$ cat config.mk
export PLATFORM = sky130hd
export DESIGN_NAME = idebm_top
export DESIGN_NICKNAME = d
export VERILOG_FILES = /design/src/include/idebm_pkg.sv /design/src/hw/idebm_sync.sv /design/src/hw/idebm_chan.sv /design/src/hw/idebm_top.sv
export SDC_FILE = /design/constraint.sdc
export NUM_CORES = 2
export LEC_CHECK = 0
export ABC_AREA = 1
export BUFFER_PORTS_ARGS = -buffer_cell sky130_fd_sc_hd__buf_2
export CORE_UTILIZATION = 46
export DETAILED_ROUTE_END_ITERATION = 16
export GPL_TIMING_DRIVEN = 0
export PLACE_DENSITY = 0.66
export SLEW_MARGIN = 15
export SYNTH_ARGS = -nofsm -noshare
export SYNTH_HDL_FRONTEND = slang
export SYNTH_SLANG_ARGS = --single-unit
$ cat constraint.sdc
create_clock -name i_ref_clk -period 2.35 [get_ports i_ref_clk]
set_input_delay 0.3525 -clock i_ref_clk [delete_from_list [all_inputs] [get_ports i_ref_clk]]
set_output_delay 0.3525 -clock i_ref_clk [all_outputs]
set_load 0.05 [all_outputs]
$ cat src/include/idebm_pkg.sv
// Shared constants for the dual-channel scatter/gather IDE DMA controller
package idebm_pkg;
	// IO window: 16 bytes, two channels of two dwords each
	localparam int          IO_WIN_BITS    = 4;
	localparam logic [3:0]  OFS_CMD_PRI    = 4'h0;
	localparam logic [3:0]  OFS_STATUS_PRI = 4'h2;
	localparam logic [3:0]  OFS_PTR_PRI    = 4'h4;
	localparam logic [3:0]  OFS_CMD_SEC    = 4'h8;
	localparam logic [3:0]  OFS_STATUS_SEC = 4'ha;
	localparam logic [3:0]  OFS_PTR_SEC    = 4'hc;
	localparam int          CH_SEL_BIT     = 3;
	localparam int          DW_SEL_BIT     = 2;
	localparam int          LANE_CMD       = 0;
	localparam int          LANE_STATUS    = 2;
	// Command and status fields
	localparam int          CMD_START      = 0;
	localparam int          CMD_DIR        = 3;
	localparam int          ST_SIMPLEX     = 7;
	localparam int          ST_CAP1        = 6;
	localparam int          ST_CAP0        = 5;
	localparam int          ST_INTR        = 2;
	localparam int          ST_ERR         = 1;
	localparam int          ST_ACTIVE      = 0;
	localparam logic        SIMPLEX_ONLY   = 1'b0;
	localparam logic [7:0]  STATUS_RST     = 8'h00;
	localparam logic [29:0] PTR_RST        = 30'h00000000;
	// Descriptor layout
	localparam logic [31:0] DESC_STEP      = 32'h00000008;
	localparam logic [31:0] DESC_CNT_OFS   = 32'h00000004;
	localparam int          DESC_END_BIT   = 31;
	localparam logic [16:0] CNT_FULL       = 17'h10000;
	localparam logic [16:0] WORD_BYTES     = 17'h00004;
	localparam logic [31:0] ADDR_STEP      = 32'h00000004;
	// Configuration space
	localparam logic [5:0]  CFG_IDX_ID     = 6'h00;
	localparam logic [5:0]  CFG_IDX_CMDST  = 6'h01;
	localparam logic [5:0]  CFG_IDX_CLASS  = 6'h02;
	localparam logic [5:0]  CFG_IDX_BAR    = 6'h08;
	localparam logic [15:0] CLASS_IDE      = 16'h0101;
	localparam logic [7:0]  PROG_IF        = 8'h80;
	localparam logic [15:0] VENDOR_CODE    = 16'h1234; // Arbitrary value
	localparam logic [15:0] DEVICE_CODE    = 16'h5678; // Arbitrary value
	localparam logic [7:0]  REVISION_CODE  = 8'h01;    // Arbitrary value
	localparam int          CFGCMD_IO_EN   = 0;
	localparam int          CFGST_PERR     = 8;
	localparam int          CFGST_TABORT   = 12;
	localparam int          CFGST_MABORT   = 13;
	localparam int          CFG_ST_LSB     = 16;
	localparam logic        BAR_IO_FLAG    = 1'b1;
endpackage

$ cat src/hw/idebm_sync.sv
// Two-flop synchroniser for pin inputs
`timescale 1ns/1ns
module idebm_sync #(
	parameter int W = 1
) (
	input  wire logic         i_ref_clk, // Clock
	input  wire logic         i_arst_n,  // Async reset, active low
	input  wire logic [W-1:0] i_async,   // Pin level
	output logic      [W-1:0] o_sync     // Synchronised level
);
	logic [W-1:0] meta;

	always_ff @(posedge i_ref_clk or negedge i_arst_n) begin
		if (!i_arst_n) begin
			meta   <= '0;
			o_sync <= '0;
		end else begin
			meta   <= i_async;
			o_sync <= meta;
		end
	end
endmodule

$ cat src/hw/idebm_chan.sv
// One DMA channel: descriptor walk and word mover
`timescale 1ns/1ns
module idebm_chan (
	input  wire logic        i_ref_clk,  // Clock
	input  wire logic        i_arst_n,   // Async reset, active low
	input  wire logic        i_start,    // Command start bit
	input  wire logic        i_dir,      // 1: write memory
	input  wire logic [29:0] i_ptr,      // Table base, dword aligned
	input  wire logic        i_bus_mine, // Own access still in flight
	input  wire logic        i_done,     // Access finished pulse
	input  wire logic        i_err,      // Access failed, with done
	input  wire logic [31:0] i_rdata,    // Read data, with done
	output logic             o_req,      // Access request level
	output logic             o_we,       // Access is a write
	output logic      [31:0] o_addr,     // Access address
	output logic      [31:0] o_wdata,    // Access write data
	output logic             o_active,   // Active status bit
	output logic             o_buffered, // Drive data not yet in memory
	output logic             o_err,      // Error event pulse
	input  wire logic        i_rx_valid, // Word from drive valid
	input  wire logic [31:0] i_rx_data,  // Word from drive
	output logic             o_rx_ready, // Word from drive taken
	output logic             o_tx_valid, // Word to drive valid
	output logic      [31:0] o_tx_data,  // Word to drive
	input  wire logic        i_tx_ready  // Word to drive taken
);
	import idebm_pkg::*;

	typedef enum logic [5:0] {
		S_IDLE    = 6'h01,
		S_FETCH_A = 6'h02,
		S_FETCH_B = 6'h04,
		S_MOVE    = 6'h08,
		S_MEMOP   = 6'h10,
		S_GIVE    = 6'h20
	} idebm_chan_state_t;

	idebm_chan_state_t state;
	logic              start_q;
	logic              launch;
	logic       [31:0] desc;
	logic       [31:0] region;
	logic       [16:0] count;
	logic              end_of_table_flag;

	wire last_word = count <= WORD_BYTES;
	wire advance   = (state == S_MEMOP && i_done && !i_err && o_we) ||
	                 (state == S_GIVE && i_tx_ready);
	wire fail      = i_done && i_err && (state == S_FETCH_A || state == S_FETCH_B ||
	                 state == S_MEMOP);
	wire [16:0] next_count = (i_rdata[15:0] == 16'h0000) ? CNT_FULL : {1'b0, i_rdata[15:0]};

	always_ff @(posedge i_ref_clk or negedge i_arst_n) begin
		if (!i_arst_n) begin
			start_q <= 1'b0;
			launch  <= 1'b0;
		end else begin
			start_q <= i_start;
			if (!i_start || state != S_IDLE)
				launch <= 1'b0;
			else if (!start_q)
				launch <= 1'b1;
		end
	end

	always_ff @(posedge i_ref_clk or negedge i_arst_n) begin
		if (!i_arst_n) begin
			state      <= S_IDLE;
			o_req      <= 1'b0;
			o_we       <= 1'b0;
			o_addr     <= '0;
			o_wdata    <= '0;
			o_active   <= 1'b0;
			o_buffered <= 1'b0;
			o_err      <= 1'b0;
			o_rx_ready <= 1'b0;
			o_tx_valid <= 1'b0;
			o_tx_data  <= '0;
			desc       <= '0;
			region     <= '0;
			count      <= '0;
			end_of_table_flag <= 1'b0;
		end else begin
			o_err <= 1'b0;
			if (i_start && !start_q)
				o_active <= 1'b1;
			if (!i_start) begin
				// Abort drops everything; a stale access finishes on its own
				state      <= S_IDLE;
				o_active   <= 1'b0;
				o_req      <= 1'b0;
				o_buffered <= 1'b0;
				o_rx_ready <= 1'b0;
				o_tx_valid <= 1'b0;
			end else if (fail) begin
				state      <= S_IDLE;
				o_active   <= 1'b0;
				o_err      <= 1'b1;
				o_req      <= 1'b0;
				o_buffered <= 1'b0;
			end else begin
				case (state)
				S_IDLE: begin
					if (launch && !i_bus_mine) begin
						desc   <= {i_ptr, 2'b00};
						o_addr <= {i_ptr, 2'b00};
						o_we   <= 1'b0;
						o_req  <= 1'b1;
						state  <= S_FETCH_A;
					end
				end
				S_FETCH_A: begin
					if (i_done) begin
						region <= i_rdata;
						o_addr <= desc + DESC_CNT_OFS;
						state  <= S_FETCH_B;
					end
				end
				S_FETCH_B: begin
					if (i_done) begin
						o_req <= 1'b0;
						count <= next_count;
						end_of_table_flag <= i_rdata[DESC_END_BIT];
						desc  <= desc + DESC_STEP;
						state <= S_MOVE;
					end
				end
				S_MOVE: begin
					if (i_dir) begin
						o_rx_ready <= !(i_rx_valid && o_rx_ready);
						if (i_rx_valid && o_rx_ready) begin
							o_wdata    <= i_rx_data;
							o_buffered <= 1'b1;
							o_addr     <= region;
							o_we       <= 1'b1;
							o_req      <= 1'b1;
							state      <= S_MEMOP;
						end
					end else begin
						o_addr <= region;
						o_we   <= 1'b0;
						o_req  <= 1'b1;
						state  <= S_MEMOP;
					end
				end
				S_MEMOP: begin
					if (i_done) begin
						o_req      <= 1'b0;
						o_buffered <= 1'b0;
						if (!o_we) begin
							o_tx_data  <= i_rdata;
							o_tx_valid <= 1'b1;
							state      <= S_GIVE;
						end
					end
				end
				S_GIVE: begin
					if (i_tx_ready)
						o_tx_valid <= 1'b0;
				end
				default: state <= S_IDLE;
				endcase
				if (advance) begin
					region <= region + ADDR_STEP;
					count  <= count - WORD_BYTES;
					if (!last_word) begin
						state <= S_MOVE;
					end else if (end_of_table_flag) begin
						state    <= S_IDLE;
						o_active <= 1'b0;
					end else begin
						o_addr <= desc;
						o_we   <= 1'b0;
						o_req  <= 1'b1;
						state  <= S_FETCH_A;
					end
				end
			end
		end
	end
endmodule

$ cat src/hw/idebm_top.sv
// Dual-channel bus-master IDE DMA controller: registers, config space, bus master
`timescale 1ns/1ns
module idebm_top (
	input  wire logic             i_ref_clk,    // 50 MHz clock
	input  wire logic             i_arst_n,     // Async reset, active low
	input  wire logic             i_io_rd,      // IO read request, held to ack
	input  wire logic             i_io_wr,      // IO write request, held to ack
	input  wire logic [31:0]      i_io_addr,    // IO byte address
	input  wire logic [3:0]       i_io_be,      // IO byte enables
	input  wire logic [31:0]      i_io_wdata,   // IO write data
	output logic                  o_io_ack,     // IO access done pulse
	output logic      [31:0]      o_io_rdata,   // IO read data, with ack
	input  wire logic             i_cfg_rd,     // Config read, held to ack
	input  wire logic             i_cfg_wr,     // Config write, held to ack
	input  wire logic [7:0]       i_cfg_addr,   // Config byte offset
	input  wire logic [3:0]       i_cfg_be,     // Config byte enables
	input  wire logic [31:0]      i_cfg_wdata,  // Config write data
	output logic                  o_cfg_ack,    // Config access done pulse
	output logic      [31:0]      o_cfg_rdata,  // Config read data, with ack
	output logic                  o_mem_req,    // Master access request
	output logic                  o_mem_we,     // Master access is write
	output logic      [31:0]      o_mem_addr,   // Master address
	output logic      [31:0]      o_mem_wdata,  // Master write data
	input  wire logic             i_mem_ack,    // Master access completed
	input  wire logic [31:0]      i_mem_rdata,  // Master read data
	input  wire logic             i_mem_tabort, // Target abort seen
	input  wire logic             i_mem_mabort, // Master abort seen
	input  wire logic             i_mem_perr,   // Data parity error seen
	input  wire logic [1:0]       i_intrq,      // Drive interrupt pins
	output logic      [1:0]       o_chan_active,// Active bit per channel
	input  wire logic [1:0]       i_rx_valid,   // Word from drive valid
	input  wire logic [1:0][31:0] i_rx_data,    // Word from drive
	output logic      [1:0]       o_rx_ready,   // Word from drive taken
	output logic      [1:0]       o_tx_valid,   // Word to drive valid
	output logic      [1:0][31:0] o_tx_data,    // Word to drive
	input  wire logic [1:0]       i_tx_ready    // Word to drive taken
);
	import idebm_pkg::*;

	function automatic logic [7:0] status_byte(input logic c1, input logic c0,
			input logic intr_b, input logic err_b, input logic act_b);
		status_byte              = STATUS_RST;
		status_byte[ST_SIMPLEX]  = SIMPLEX_ONLY;
		status_byte[ST_CAP1]     = c1;
		status_byte[ST_CAP0]     = c0;
		status_byte[ST_INTR]     = intr_b;
		status_byte[ST_ERR]      = err_b;
		status_byte[ST_ACTIVE]   = act_b;
	endfunction

	function automatic logic [31:0] be_merge(input logic [31:0] old_v,
			input logic [31:0] new_v, input logic [3:0] be);
		for (int b = 0; b < 4; b++)
			be_merge[8*b +: 8] = be[b] ? new_v[8*b +: 8] : old_v[8*b +: 8];
	endfunction

	logic [1:0]       cmd_start;
	logic [1:0]       cmd_dir;
	logic [1:0]       cap1;
	logic [1:0]       cap0;
	logic [1:0]       intr;
	logic [1:0]       err;
	logic [1:0][29:0] ptr;
	logic [1:0]       intrq_s;
	logic [1:0]       intrq_q;
	logic [27:0]      bar;
	logic             io_en;
	logic             cst_perr;
	logic             cst_tabort;
	logic             cst_mabort;
	logic             bus_owner;
	logic [1:0]       mem_done;
	logic [1:0]       mem_err;
	logic [31:0]      mem_rdata;
	logic [1:0]       ch_req;
	logic [1:0]       ch_we;
	logic [1:0][31:0] ch_addr;
	logic [1:0][31:0] ch_wdata;
	logic [1:0]       ch_buffered;
	logic [1:0]       ch_err;

	idebm_sync #(.W(2)) u_intrq_sync (
		.i_ref_clk (i_ref_clk),
		.i_arst_n  (i_arst_n),
		.i_async   (i_intrq),
		.o_sync    (intrq_s)
	);

	for (genvar c = 0; c < 2; c++) begin : g_chan
		idebm_chan u_chan (
			.i_ref_clk  (i_ref_clk),
			.i_arst_n   (i_arst_n),
			.i_start    (cmd_start[c]),
			.i_dir      (cmd_dir[c]),
			.i_ptr      (ptr[c]),
			.i_bus_mine ((o_mem_req && bus_owner == 1'(c)) || mem_done[c]),
			.i_done     (mem_done[c]),
			.i_err      (mem_err[c]),
			.i_rdata    (mem_rdata),
			.o_req      (ch_req[c]),
			.o_we       (ch_we[c]),
			.o_addr     (ch_addr[c]),
			.o_wdata    (ch_wdata[c]),
			.o_active   (o_chan_active[c]),
			.o_buffered (ch_buffered[c]),
			.o_err      (ch_err[c]),
			.i_rx_valid (i_rx_valid[c]),
			.i_rx_data  (i_rx_data[c]),
			.o_rx_ready (o_rx_ready[c]),
			.o_tx_valid (o_tx_valid[c]),
			.o_tx_data  (o_tx_data[c]),
			.i_tx_ready (i_tx_ready[c])
		);
	end

	// IO decode
	wire       io_hit   = io_en && (i_io_addr[31:IO_WIN_BITS] == bar);
	wire       io_ch    = i_io_addr[CH_SEL_BIT];
	wire       io_dw    = i_io_addr[DW_SEL_BIT];
	// A status read waits while a drive word is still bound for memory
	wire       io_stall = i_io_rd && io_hit && !io_dw && i_io_be[LANE_STATUS] &&
	                      ch_buffered[io_ch];
	wire       io_take  = (i_io_rd || i_io_wr) && !o_io_ack && !io_stall;
	wire       io_wr_ok = io_take && i_io_wr && io_hit;
	wire [1:0] io_chsel = {io_ch, !io_ch};
	wire [1:0] wr_ctl   = {2{io_wr_ok && !io_dw}} & io_chsel;
	wire [1:0] wr_ptr   = {2{io_wr_ok && io_dw}} & io_chsel;
	wire [7:0] wst      = i_io_wdata[8*LANE_STATUS +: 8];
	wire [7:0] wcmd     = i_io_wdata[8*LANE_CMD +: 8];
	wire [1:0] cmd_wr   = wr_ctl & {2{i_io_be[LANE_CMD]}};
	wire [1:0] st_wr    = wr_ctl & {2{i_io_be[LANE_STATUS]}};
	// Write-one-clear requests for the sticky flags
	wire [1:0] intr_clr = st_wr & {2{wst[ST_INTR]}};
	wire [1:0] err_clr  = st_wr & {2{wst[ST_ERR]}};
	wire [31:0] ptr_new = be_merge({ptr[io_ch], 2'b00}, i_io_wdata, i_io_be);
	wire [1:0] intr_rise = intrq_s & ~intrq_q;
	wire [7:0] rd_status = status_byte(cap1[io_ch], cap0[io_ch], intr[io_ch],
	                       err[io_ch], o_chan_active[io_ch]);
	wire [7:0] rd_cmd    = {4'h0, cmd_dir[io_ch], 2'b00, cmd_start[io_ch]};
	wire [31:0] rd_ctl   = {8'h00, rd_status, 8'h00, rd_cmd};
	wire [31:0] rd_word  = !io_hit ? 32'h00000000 :
	                       io_dw ? {ptr[io_ch], 2'b00} : rd_ctl;

	// Config decode
	wire        cfg_take = (i_cfg_rd || i_cfg_wr) && !o_cfg_ack;
	wire [5:0]  cfg_idx  = i_cfg_addr[7:2];
	wire        cfg_wr   = cfg_take && i_cfg_wr;
	wire        cs_wr    = cfg_wr && cfg_idx == CFG_IDX_CMDST;
	wire        bar_wr   = cfg_wr && cfg_idx == CFG_IDX_BAR;
	wire [31:0] bar_new  = be_merge({bar, 4'h0}, i_cfg_wdata, i_cfg_be);
	wire [15:0] cfg_st   = 16'(({15'h0, cst_perr} << CFGST_PERR) |
	                       ({15'h0, cst_tabort} << CFGST_TABORT) |
	                       ({15'h0, cst_mabort} << CFGST_MABORT));
	wire [31:0] cfg_word = (cfg_idx == CFG_IDX_ID) ? {DEVICE_CODE, VENDOR_CODE} :
	                       (cfg_idx == CFG_IDX_CMDST) ? {cfg_st, 15'h0000, io_en} :
	                       (cfg_idx == CFG_IDX_CLASS) ? {CLASS_IDE, PROG_IF, REVISION_CODE} :
	                       (cfg_idx == CFG_IDX_BAR) ? {bar, 3'b000, BAR_IO_FLAG} :
	                       32'h00000000;
	wire [31:0] cfg_clr  = cs_wr ?
	                       be_merge(32'h00000000, i_cfg_wdata, i_cfg_be) : 32'h00000000;

	// Shared bus master; fixed priority, one access in flight
	wire bus_fail = o_mem_req && (i_mem_tabort || i_mem_mabort || i_mem_perr);
	wire bus_end  = o_mem_req && (i_mem_ack || bus_fail);
	wire bus_free = !o_mem_req && (mem_done == 2'b00);
	wire take0    = bus_free && ch_req[0];
	wire take1    = bus_free && !ch_req[0] && ch_req[1];
	// Fault causes are logged only for our own master cycle
	wire [2:0] cause_set = {3{bus_fail}} & {i_mem_mabort, i_mem_tabort, i_mem_perr};

	always_ff @(posedge i_ref_clk or negedge i_arst_n) begin
		if (!i_arst_n) begin
			o_mem_req   <= 1'b0;
			o_mem_we    <= 1'b0;
			o_mem_addr  <= '0;
			o_mem_wdata <= '0;
			bus_owner   <= 1'b0;
			mem_done    <= 2'b00;
			mem_err     <= 2'b00;
			mem_rdata   <= '0;
		end else begin
			mem_done <= 2'b00;
			mem_err  <= 2'b00;
			if (take0 || take1) begin
				o_mem_req   <= 1'b1;
				bus_owner   <= take1;
				o_mem_we    <= ch_we[take1];
				o_mem_addr  <= ch_addr[take1];
				o_mem_wdata <= ch_wdata[take1];
			end else if (bus_end) begin
				o_mem_req           <= 1'b0;
				mem_done[bus_owner] <= 1'b1;
				mem_err[bus_owner]  <= bus_fail;
				mem_rdata           <= i_mem_rdata;
			end
		end
	end

	// Channel registers
	always_ff @(posedge i_ref_clk or negedge i_arst_n) begin
		if (!i_arst_n) begin
			cmd_start <= 2'b00;
			cmd_dir   <= 2'b00;
			cap1      <= 2'b00;
			cap0      <= 2'b00;
			ptr       <= {PTR_RST, PTR_RST};
		end else begin
			for (int c = 0; c < 2; c++) begin
				if (cmd_wr[c]) begin
					cmd_start[c] <= wcmd[CMD_START];
					cmd_dir[c]   <= wcmd[CMD_DIR];
				end
				if (st_wr[c]) begin
					cap1[c] <= wst[ST_CAP1];
					cap0[c] <= wst[ST_CAP0];
				end
				if (wr_ptr[c])
					ptr[c] <= ptr_new[31:2];
			end
		end
	end

	// Sticky flags; a set wins over a write-one clear in the same cycle
	always_ff @(posedge i_ref_clk or negedge i_arst_n) begin
		if (!i_arst_n) begin
			intr    <= 2'b00;
			err     <= 2'b00;
			intrq_q <= 2'b00;
		end else begin
			intrq_q <= intrq_s;
			intr    <= intr_rise | (intr & ~intr_clr);
			err     <= ch_err | (err & ~err_clr);
		end
	end

	// IO answers
	always_ff @(posedge i_ref_clk or negedge i_arst_n) begin
		if (!i_arst_n) begin
			o_io_ack   <= 1'b0;
			o_io_rdata <= '0;
		end else begin
			o_io_ack   <= io_take;
			o_io_rdata <= (io_take && i_io_rd) ? rd_word : 32'h00000000;
		end
	end

	// Config answers and state
	always_ff @(posedge i_ref_clk or negedge i_arst_n) begin
		if (!i_arst_n) begin
			o_cfg_ack   <= 1'b0;
			o_cfg_rdata <= '0;
			bar         <= '0;
			io_en       <= 1'b0;
			cst_perr    <= 1'b0;
			cst_tabort  <= 1'b0;
			cst_mabort  <= 1'b0;
		end else begin
			o_cfg_ack   <= cfg_take;
			o_cfg_rdata <= (cfg_take && i_cfg_rd) ? cfg_word : 32'h00000000;
			if (bar_wr)
				bar <= bar_new[31:IO_WIN_BITS];
			if (cs_wr && i_cfg_be[0])
				io_en <= i_cfg_wdata[CFGCMD_IO_EN];
			cst_perr   <= cause_set[0] ||
			              (cst_perr && !cfg_clr[CFG_ST_LSB + CFGST_PERR]);
			cst_tabort <= cause_set[1] ||
			              (cst_tabort && !cfg_clr[CFG_ST_LSB + CFGST_TABORT]);
			cst_mabort <= cause_set[2] ||
			              (cst_mabort && !cfg_clr[CFG_ST_LSB + CFGST_MABORT]);
		end
	end
endmodule

# Yosys cells after proc, flatten, opt, wreduce, memory -nomap -nowiden
# Cells that the tools add are included.
# word_totals
register_bits	665
in_bits	224
out_inout_bits	202
word_cells	491
# classes
add_sub_neg	8
n_lt_le_gt_ge	6
eq_ne	60
mux	196
n_bitwise	24
n_reduce_logical	128
# op_table
cell	count
$mux W32	36
$pmux W32 S3	2
$mux W6	23
$add A32 B3 Y32 const B	4
$pmux W32 S2	2
$mux W17	7
$mux W1	99
$mux W30	3
$pmux W6 S6	2
$add A32 B4 Y32 const B	2
$mux W8	7
$logic_and A1 B1 Y1	48
$reduce_and A5 Y1	8
$le A17 B3 Y1 const B	2
$sub A17 B3 Y17 const B	2
$reduce_and A4 Y1	8
$ne A5 B3 Y1 const B	6
$eq A28 B28 Y1	1
$and A2 B2 Y2	10
$logic_not A1 Y1	20
$logic_or A1 B1 Y1	19
$eq A6 B1 Y1 const B	3
$eq A6 B2 Y1 const B	3
$eq A6 B4 Y1 const B	3
34 further kinds	102

# Depth between registers and ports, before layout
# logic_depth
ltp_word	17
depth_mapped	16
depth_no_buf	15

# Hierarchy
# A second synthesis with hierarchy kept.
# unflattened
cells_unflattened	4959
hier_area_um2	36497.5
# modules_own_cells
mod	instances	cells_per_inst	area_per_inst_um2	seq_area_each_um2
idebm_chan (g_chan[0].u_chan)	1	1823	12248.0	4780.8
idebm_chan (g_chan[1].u_chan)	1	1773	12100.4	4780.8
idebm_top	1	1359	12049.1	6806.5
idebm_sync	1	4	100.1	100.1

# Worst setup path after synthesis
# OpenSTA, ideal clock, no wires.
# synth_timing
kind	register to register
from	register o_mem_req
to	register mem_rdata[16]
setup_ns	0.125
arrival_ns	1.971
t_required_ns	2.225
setup_slack_ns	0.255
stages_incl_launch_ff	6
n_path_buf	1
synth_period_minus_slack_ns	2.095
cell_sequence	dfrtp_1 -> inv_1 -> a31oi_1 -> o21ai_1 -> buf_2 -> mux2_2
# synth_via
elab_chain_cells	7
word_cells_on_any_way	11
cone_classes	bitwise: 1; reduce/logical: 10
# synth_rtl
item	line	source
from (decl)	idebm_top.sv:20	output logic o_mem_req,
from (signal assigned)	idebm_top.sv:173	o_mem_req <= 1'b0;
from (signal assigned)	idebm_top.sv:185	o_mem_req <= 1'b1;
from (signal assigned)	idebm_top.sv:191	o_mem_req <= 1'b0;
$logic_not A1 Y1	idebm_top.sv:165	wire bus_free = !o_mem_req && (mem_done == 2'b00);
$logic_and A1 B1 Y1	idebm_top.sv:165	
$logic_and A1 B1 Y1 (2 in series)	idebm_top.sv:167	wire take1 = bus_free && !ch_req[0] && ch_req[1];
$logic_or A1 B1 Y1	idebm_top.sv:184	if (take0 || take1) begin
$not A1 Y1 (no source line)	--	
$reduce_and A2 Y1 (no source line) *	--	
to (signal assigned)	idebm_top.sv:194	mem_rdata <= i_mem_rdata;
to (decl)	idebm_top.sv:74	logic [31:0] mem_rdata;
# Every way passes the cells marked *; elsewhere a longest branch is shown, timed or not.
# A chain may end at the register's enable or synchronous reset.

# Worst setup path after layout
# layout_timing
from	register g_chan[1].u_chan.state[3]
to	register g_chan[1].u_chan.o_addr[26]
# layout_via
elab_chain_cells	6
word_cells_on_any_way	20
cone_classes	eq/ne: 6; mux: 4; bitwise: 1; reduce/logical: 9
# layout_rtl
item	line	source
from (decl)	idebm_chan.sv:38	idebm_chan_state_t state;
from (signal assigned)	idebm_chan.sv:68	state <= S_IDLE;
from (signal assigned)	idebm_chan.sv:89	state <= S_IDLE;
from (signal assigned)	idebm_chan.sv:96	state <= S_IDLE;
parallel branches: the longest is 6 deep, another holds $pmux W32 S3	--	
to (signal assigned)	idebm_chan.sv:106	o_addr <= {i_ptr, 2'b00};
to (signal assigned)	idebm_chan.sv:115	o_addr <= desc + DESC_CNT_OFS;
to (signal assigned)	idebm_chan.sv:172	o_addr <= desc;
to (decl)	idebm_chan.sv:15	output logic [31:0] o_addr,
# Parallel ways; which one is timed is not known.

==> metrics.md <==
| Metric | Value |
|---|---|
| Period minus WS final | 2.34 ns |
| Largest family of logic cells by synthesized area | simple AND/OR/NAND/NOR gates |
| Post-route DRC | 0 |
| DR vias | 35466 |
| IO buf count | 411 |
| CP startpoint | g_chan[1].u_chan.state[3] |
| Die Span Y | 278 µm |
| Core ar. | 74800 µm² |
| H-tree depth | 3 |
| Mapped Area | 35000 µm² |
| Nets | 5473 |
| Top sig layer | met5 |
| CTS tree | built |
| Post-synthesis mux area share | 2.77% |
| Reg2Reg Depth | 12 |
| Worst setup EP type | flop |
| Detailed Route Iter0 Violations | 3875 |
| Grt total ovfl | 0 |
| DIE WIDTH | 278 µm |
| Final critical-path share of the clock period | 99.7% |
| Clock Latency Late Sink | 0.66 ns |
| Hold_ws | -0.320 ns |
| Die area | 77200 µm² |
| Final hold vios | 85 |
| Final Core Density | 58.7% |
| Synth Instances | 4545 |
| Setup ws final | 0.00796 ns |
| Final cell count without fillers | 6278 |
| First-pass DRT Iterations | 8 |
| DP HPWL | 111000 µm |
| Fraction of the mapped netlist area in simple logic gates | 24.7% |
| TritonCTS Buffers | 77 |
| Critical Path Fanout Max | 10 |
| DP Worst Slack | -0.588 ns |
| Clock sink count | 658 |
| Max-Cap Viols | 0 |
| Layout cells sized above 1 | 18.6% |
| Initial core utilization | 46.8% |
| Clock Tree Buf Depth | 3 |
| Status | complete, but fails checks |
| Rows | 100 |
| First-pass GRT wire length | 213000 µm |
| WP data required | 2.87 ns |
| Failing checks | hold timing |
| Worst Max-Slew Pin Slew | 0.920 ns |
| Hold_buf cts | 133 |
| Syn Area/Cell | 7.70 µm² |
| YS warnings | 0 |
| F_max | 427 MHz |
| Worst hold path class | input port to asynchronous set/reset pin |
| Final Setup Violations | 0 |
| Largest net degree at the start of global routing | 101 |
| Met3 wire length | 13500 µm |
| Overall Global Routing Usage | 36.9% |
| Vias in the first global route | 33753 |
| Final WL | 145000 µm |
| Clock slew at reported path FFs | 0.06 ns |
| Post-Synth XOR/XNOR Area | 2.45% |
| CTS root buffer | clkbuf_16 |
| Adder-Cell Fraction of Synth Area | 0.358% |
| I/O pin count | 426 |
| CP startpoint kind | flop |
| Leakage | 0.0225 µW |
| Post-synth EDFFs | 0 |
| Max-slew violation count | 0 |
| Via/cell ratio | 5.65 |
| Initial antenna violation count | 10 |
| Reg2reg end | g_chan[1].u_chan.o_addr[26] |
| Compound-cell area share of the yosys netlist | 14.4% |
| Ys async rst share | 100% |
| WL met1 | 59100 µm |
| Worst r2r src | g_chan[1].u_chan.state[3] |
| Clock Skew | 0.0340 ns |
| Setup CP Type | flop to flop |
| WP data arrival | 2.86 ns |
| Seq cells post-synth | 658 |
| Layout area overhead | 25.5% |
| Max rail drop VDD | 0.538 mV |
| Antenna Nets Post-Route | 0 |
| R2R Setup Slk | 0.008 ns |
| Routed wire length per instance | 23.1 µm |
| Max-slew headroom | 38.4% |
| Placed cell count | 5935 |
| Post-synthesis sequential area ratio | 47.1% |
| DR WL met2 | 63400 µm |
| Synth Flop Type | dfrtp_1 |
| Yosys cell types | 65 |
| GP Congestion | 1.06 |
| Power Density | 572 nW/µm² |
| RSZ-0062 raised after global routing | true |
## worst max-delay path, stage by stage (launching register included)
cell and delay (ns):
dfrtp_2 0.43, nor2_4 0.18, buf_4 0.15, nand4_1 0.17
nand3_2 0.18, nand2_4 0.11, inv_1 0.13, nand2_2 0.11
buf_4 0.22, o21ai_2 0.17, o21ai_0 0.11, o21bai_1 0.18
nand2_1 0.06
## through the flow
| stage | TNS [ns] | total power [µW] | instance area, µm² |
|---|---|---|---|
| final | 0 | 25100 | 43900 |
| after global routing | -2.93 | 25800 | 43900 |
| after CTS | -0.432 | 25200 | 43000 |
| after detailed placement | -98.28 | 12800 | 38500 |
| after global placement | -8896.82 | 12700 | 38300 |
| after floorplan | 0 | 12000 | 35000 |
## placed cells by master, fill, tap and decap left out, drive strengths merged, types with 4 or more instances in the layout
cell type	synthesis	layout
a21oi	154	154
a22oi	17	17
a31oi	14	14
and3	4	4
buf	94	583
bufinv	0	5
clkbuf	114	214
clkinv	4	19
clkinvlp	0	9
dfrtp	656	656
diode	0	8
dlygate4sd3	0	133
ha	10	10
inv	493	495
mux2	23	23
mux2i	71	71
nand2	1213	1213
nand3	207	208
nand3b	9	9
nand4	75	75
nor2	431	431
nor3	85	85
nor4	14	14
o211ai	47	47
o21a	5	5
o21ai	602	602
o21bai	8	8
o221ai	5	5
o22ai	29	29
o31ai	27	27
or2	9	9
xnor2	15	15
xor2	83	83
## flip-flops by register name, summed over array words and instances, names as in the netlist, 12 cells and up
name,flops
g_chan.u_chan.o_tx_data,64
ptr,60
g_chan.u_chan.count,34
o_io_rdata,31
bar,28
mem_rdata,32
o_mem_addr,32
o_mem_wdata,32
g_chan.u_chan.o_wdata,64
g_chan.u_chan.state,12
g_chan.u_chan.region,64
g_chan.u_chan.o_addr,64
g_chan.u_chan.desc,60
o_cfg_rdata,30
## synthesized netlist by cell type (all sizes together), types with 5 or more instances
| cell type | n | area [µm²] |
|---|---|---|
| o211ai | 47 | 353 |
| nand4 | 75 | 539 |
| o21a | 5 | 37.5 |
| o21bai | 8 | 60.1 |
| nand3b | 9 | 67.6 |
| nand3 | 207 | 1080 |
| clkbuf | 114 | 433 |
| a21oi | 154 | 782 |
| o21ai | 602 | 3010 |
| nand2 | 1213 | 4590 |
| a31oi | 14 | 87.6 |
| ha | 10 | 125 |
| o31ai | 27 | 203 |
| nor2 | 431 | 1690 |
| o22ai | 29 | 181 |
| buf | 94 | 552 |
| xor2 | 83 | 727 |
| o221ai | 5 | 43.8 |
| nor4 | 14 | 109 |
| nor3 | 85 | 468 |
| dfrtp | 656 | 16400 |
| inv | 493 | 1850 |
| mux2i | 71 | 711 |
| or2 | 9 | 56.3 |
| xnor2 | 15 | 131 |
| a22oi | 17 | 128 |
| mux2 | 23 | 259 |
## power by group
group          leakage (µW)  internal, µW  switching [µW]
Combinational        0.0128           454             756
Clock               0.00126          7170            5210
Sequential          0.00836         11400             133
Total                0.0225         19000            6100
## cell families (layout without fill, tap and decap cells)
logic type / after synthesis / in the layout
AO/OA/AOI/OAI: 927 / 927
multiplexers: 94 / 94
AND/OR/NAND/NOR: 2052 / 2053
XOR/XNOR: 98 / 98
buffers and inverters: 705 / 1458
flip-flops: 658 / 658
adder cells (fa/ha/maj): 10 / 10
other: 1 / 11
## metal layers
layer / vias to the layer above / global-route usage, %
li1: 16279 / -
met1: 17009 / 49.3
met2: 1799 / 56.0
met3: 375 / 7.42
met4: 4 / 20.4
met5: - / 0
## cell type report
class | instances | area (µm²)
Sequential cell | 658 | 16500
Tap cell | 969 | 1210
Inverter | 497 | 1900
Buffer | 199 | 1180
Clock inverter | 31 | 420
Clock buffer | 110 | 2200
Antenna cell | 8 | 20.0
Timing Repair Buffer | 621 | 4190
Fill cell | 6966 | 30900
Multi-Input combinational cell | 3185 | 16300
## worst max-delay path by stage
stage | end | slack (ns)
finish | g_chan[1].u_chan.o_addr[26] | 0.008
global route | g_chan[1].u_chan.o_addr[26] | -0.07
CTS | ptr[12] | -0.04
detailed placement | o_io_rdata[20] | -0.59
global placement | g_chan[1].u_chan.o_wdata[16] | -13.59
floorplan | mem_rdata[16] | 0.25
## timing repair
action	4_1_cts	5_1_grt
setup endpoints to repair	437	460
endpoints found under the hold margin	219	85
gates cloned	0	2
pin swaps	20	32
gates resized for setup	129	261
setup buffers	27	41
Note: power is estimated with default switching activity, not from simulation.
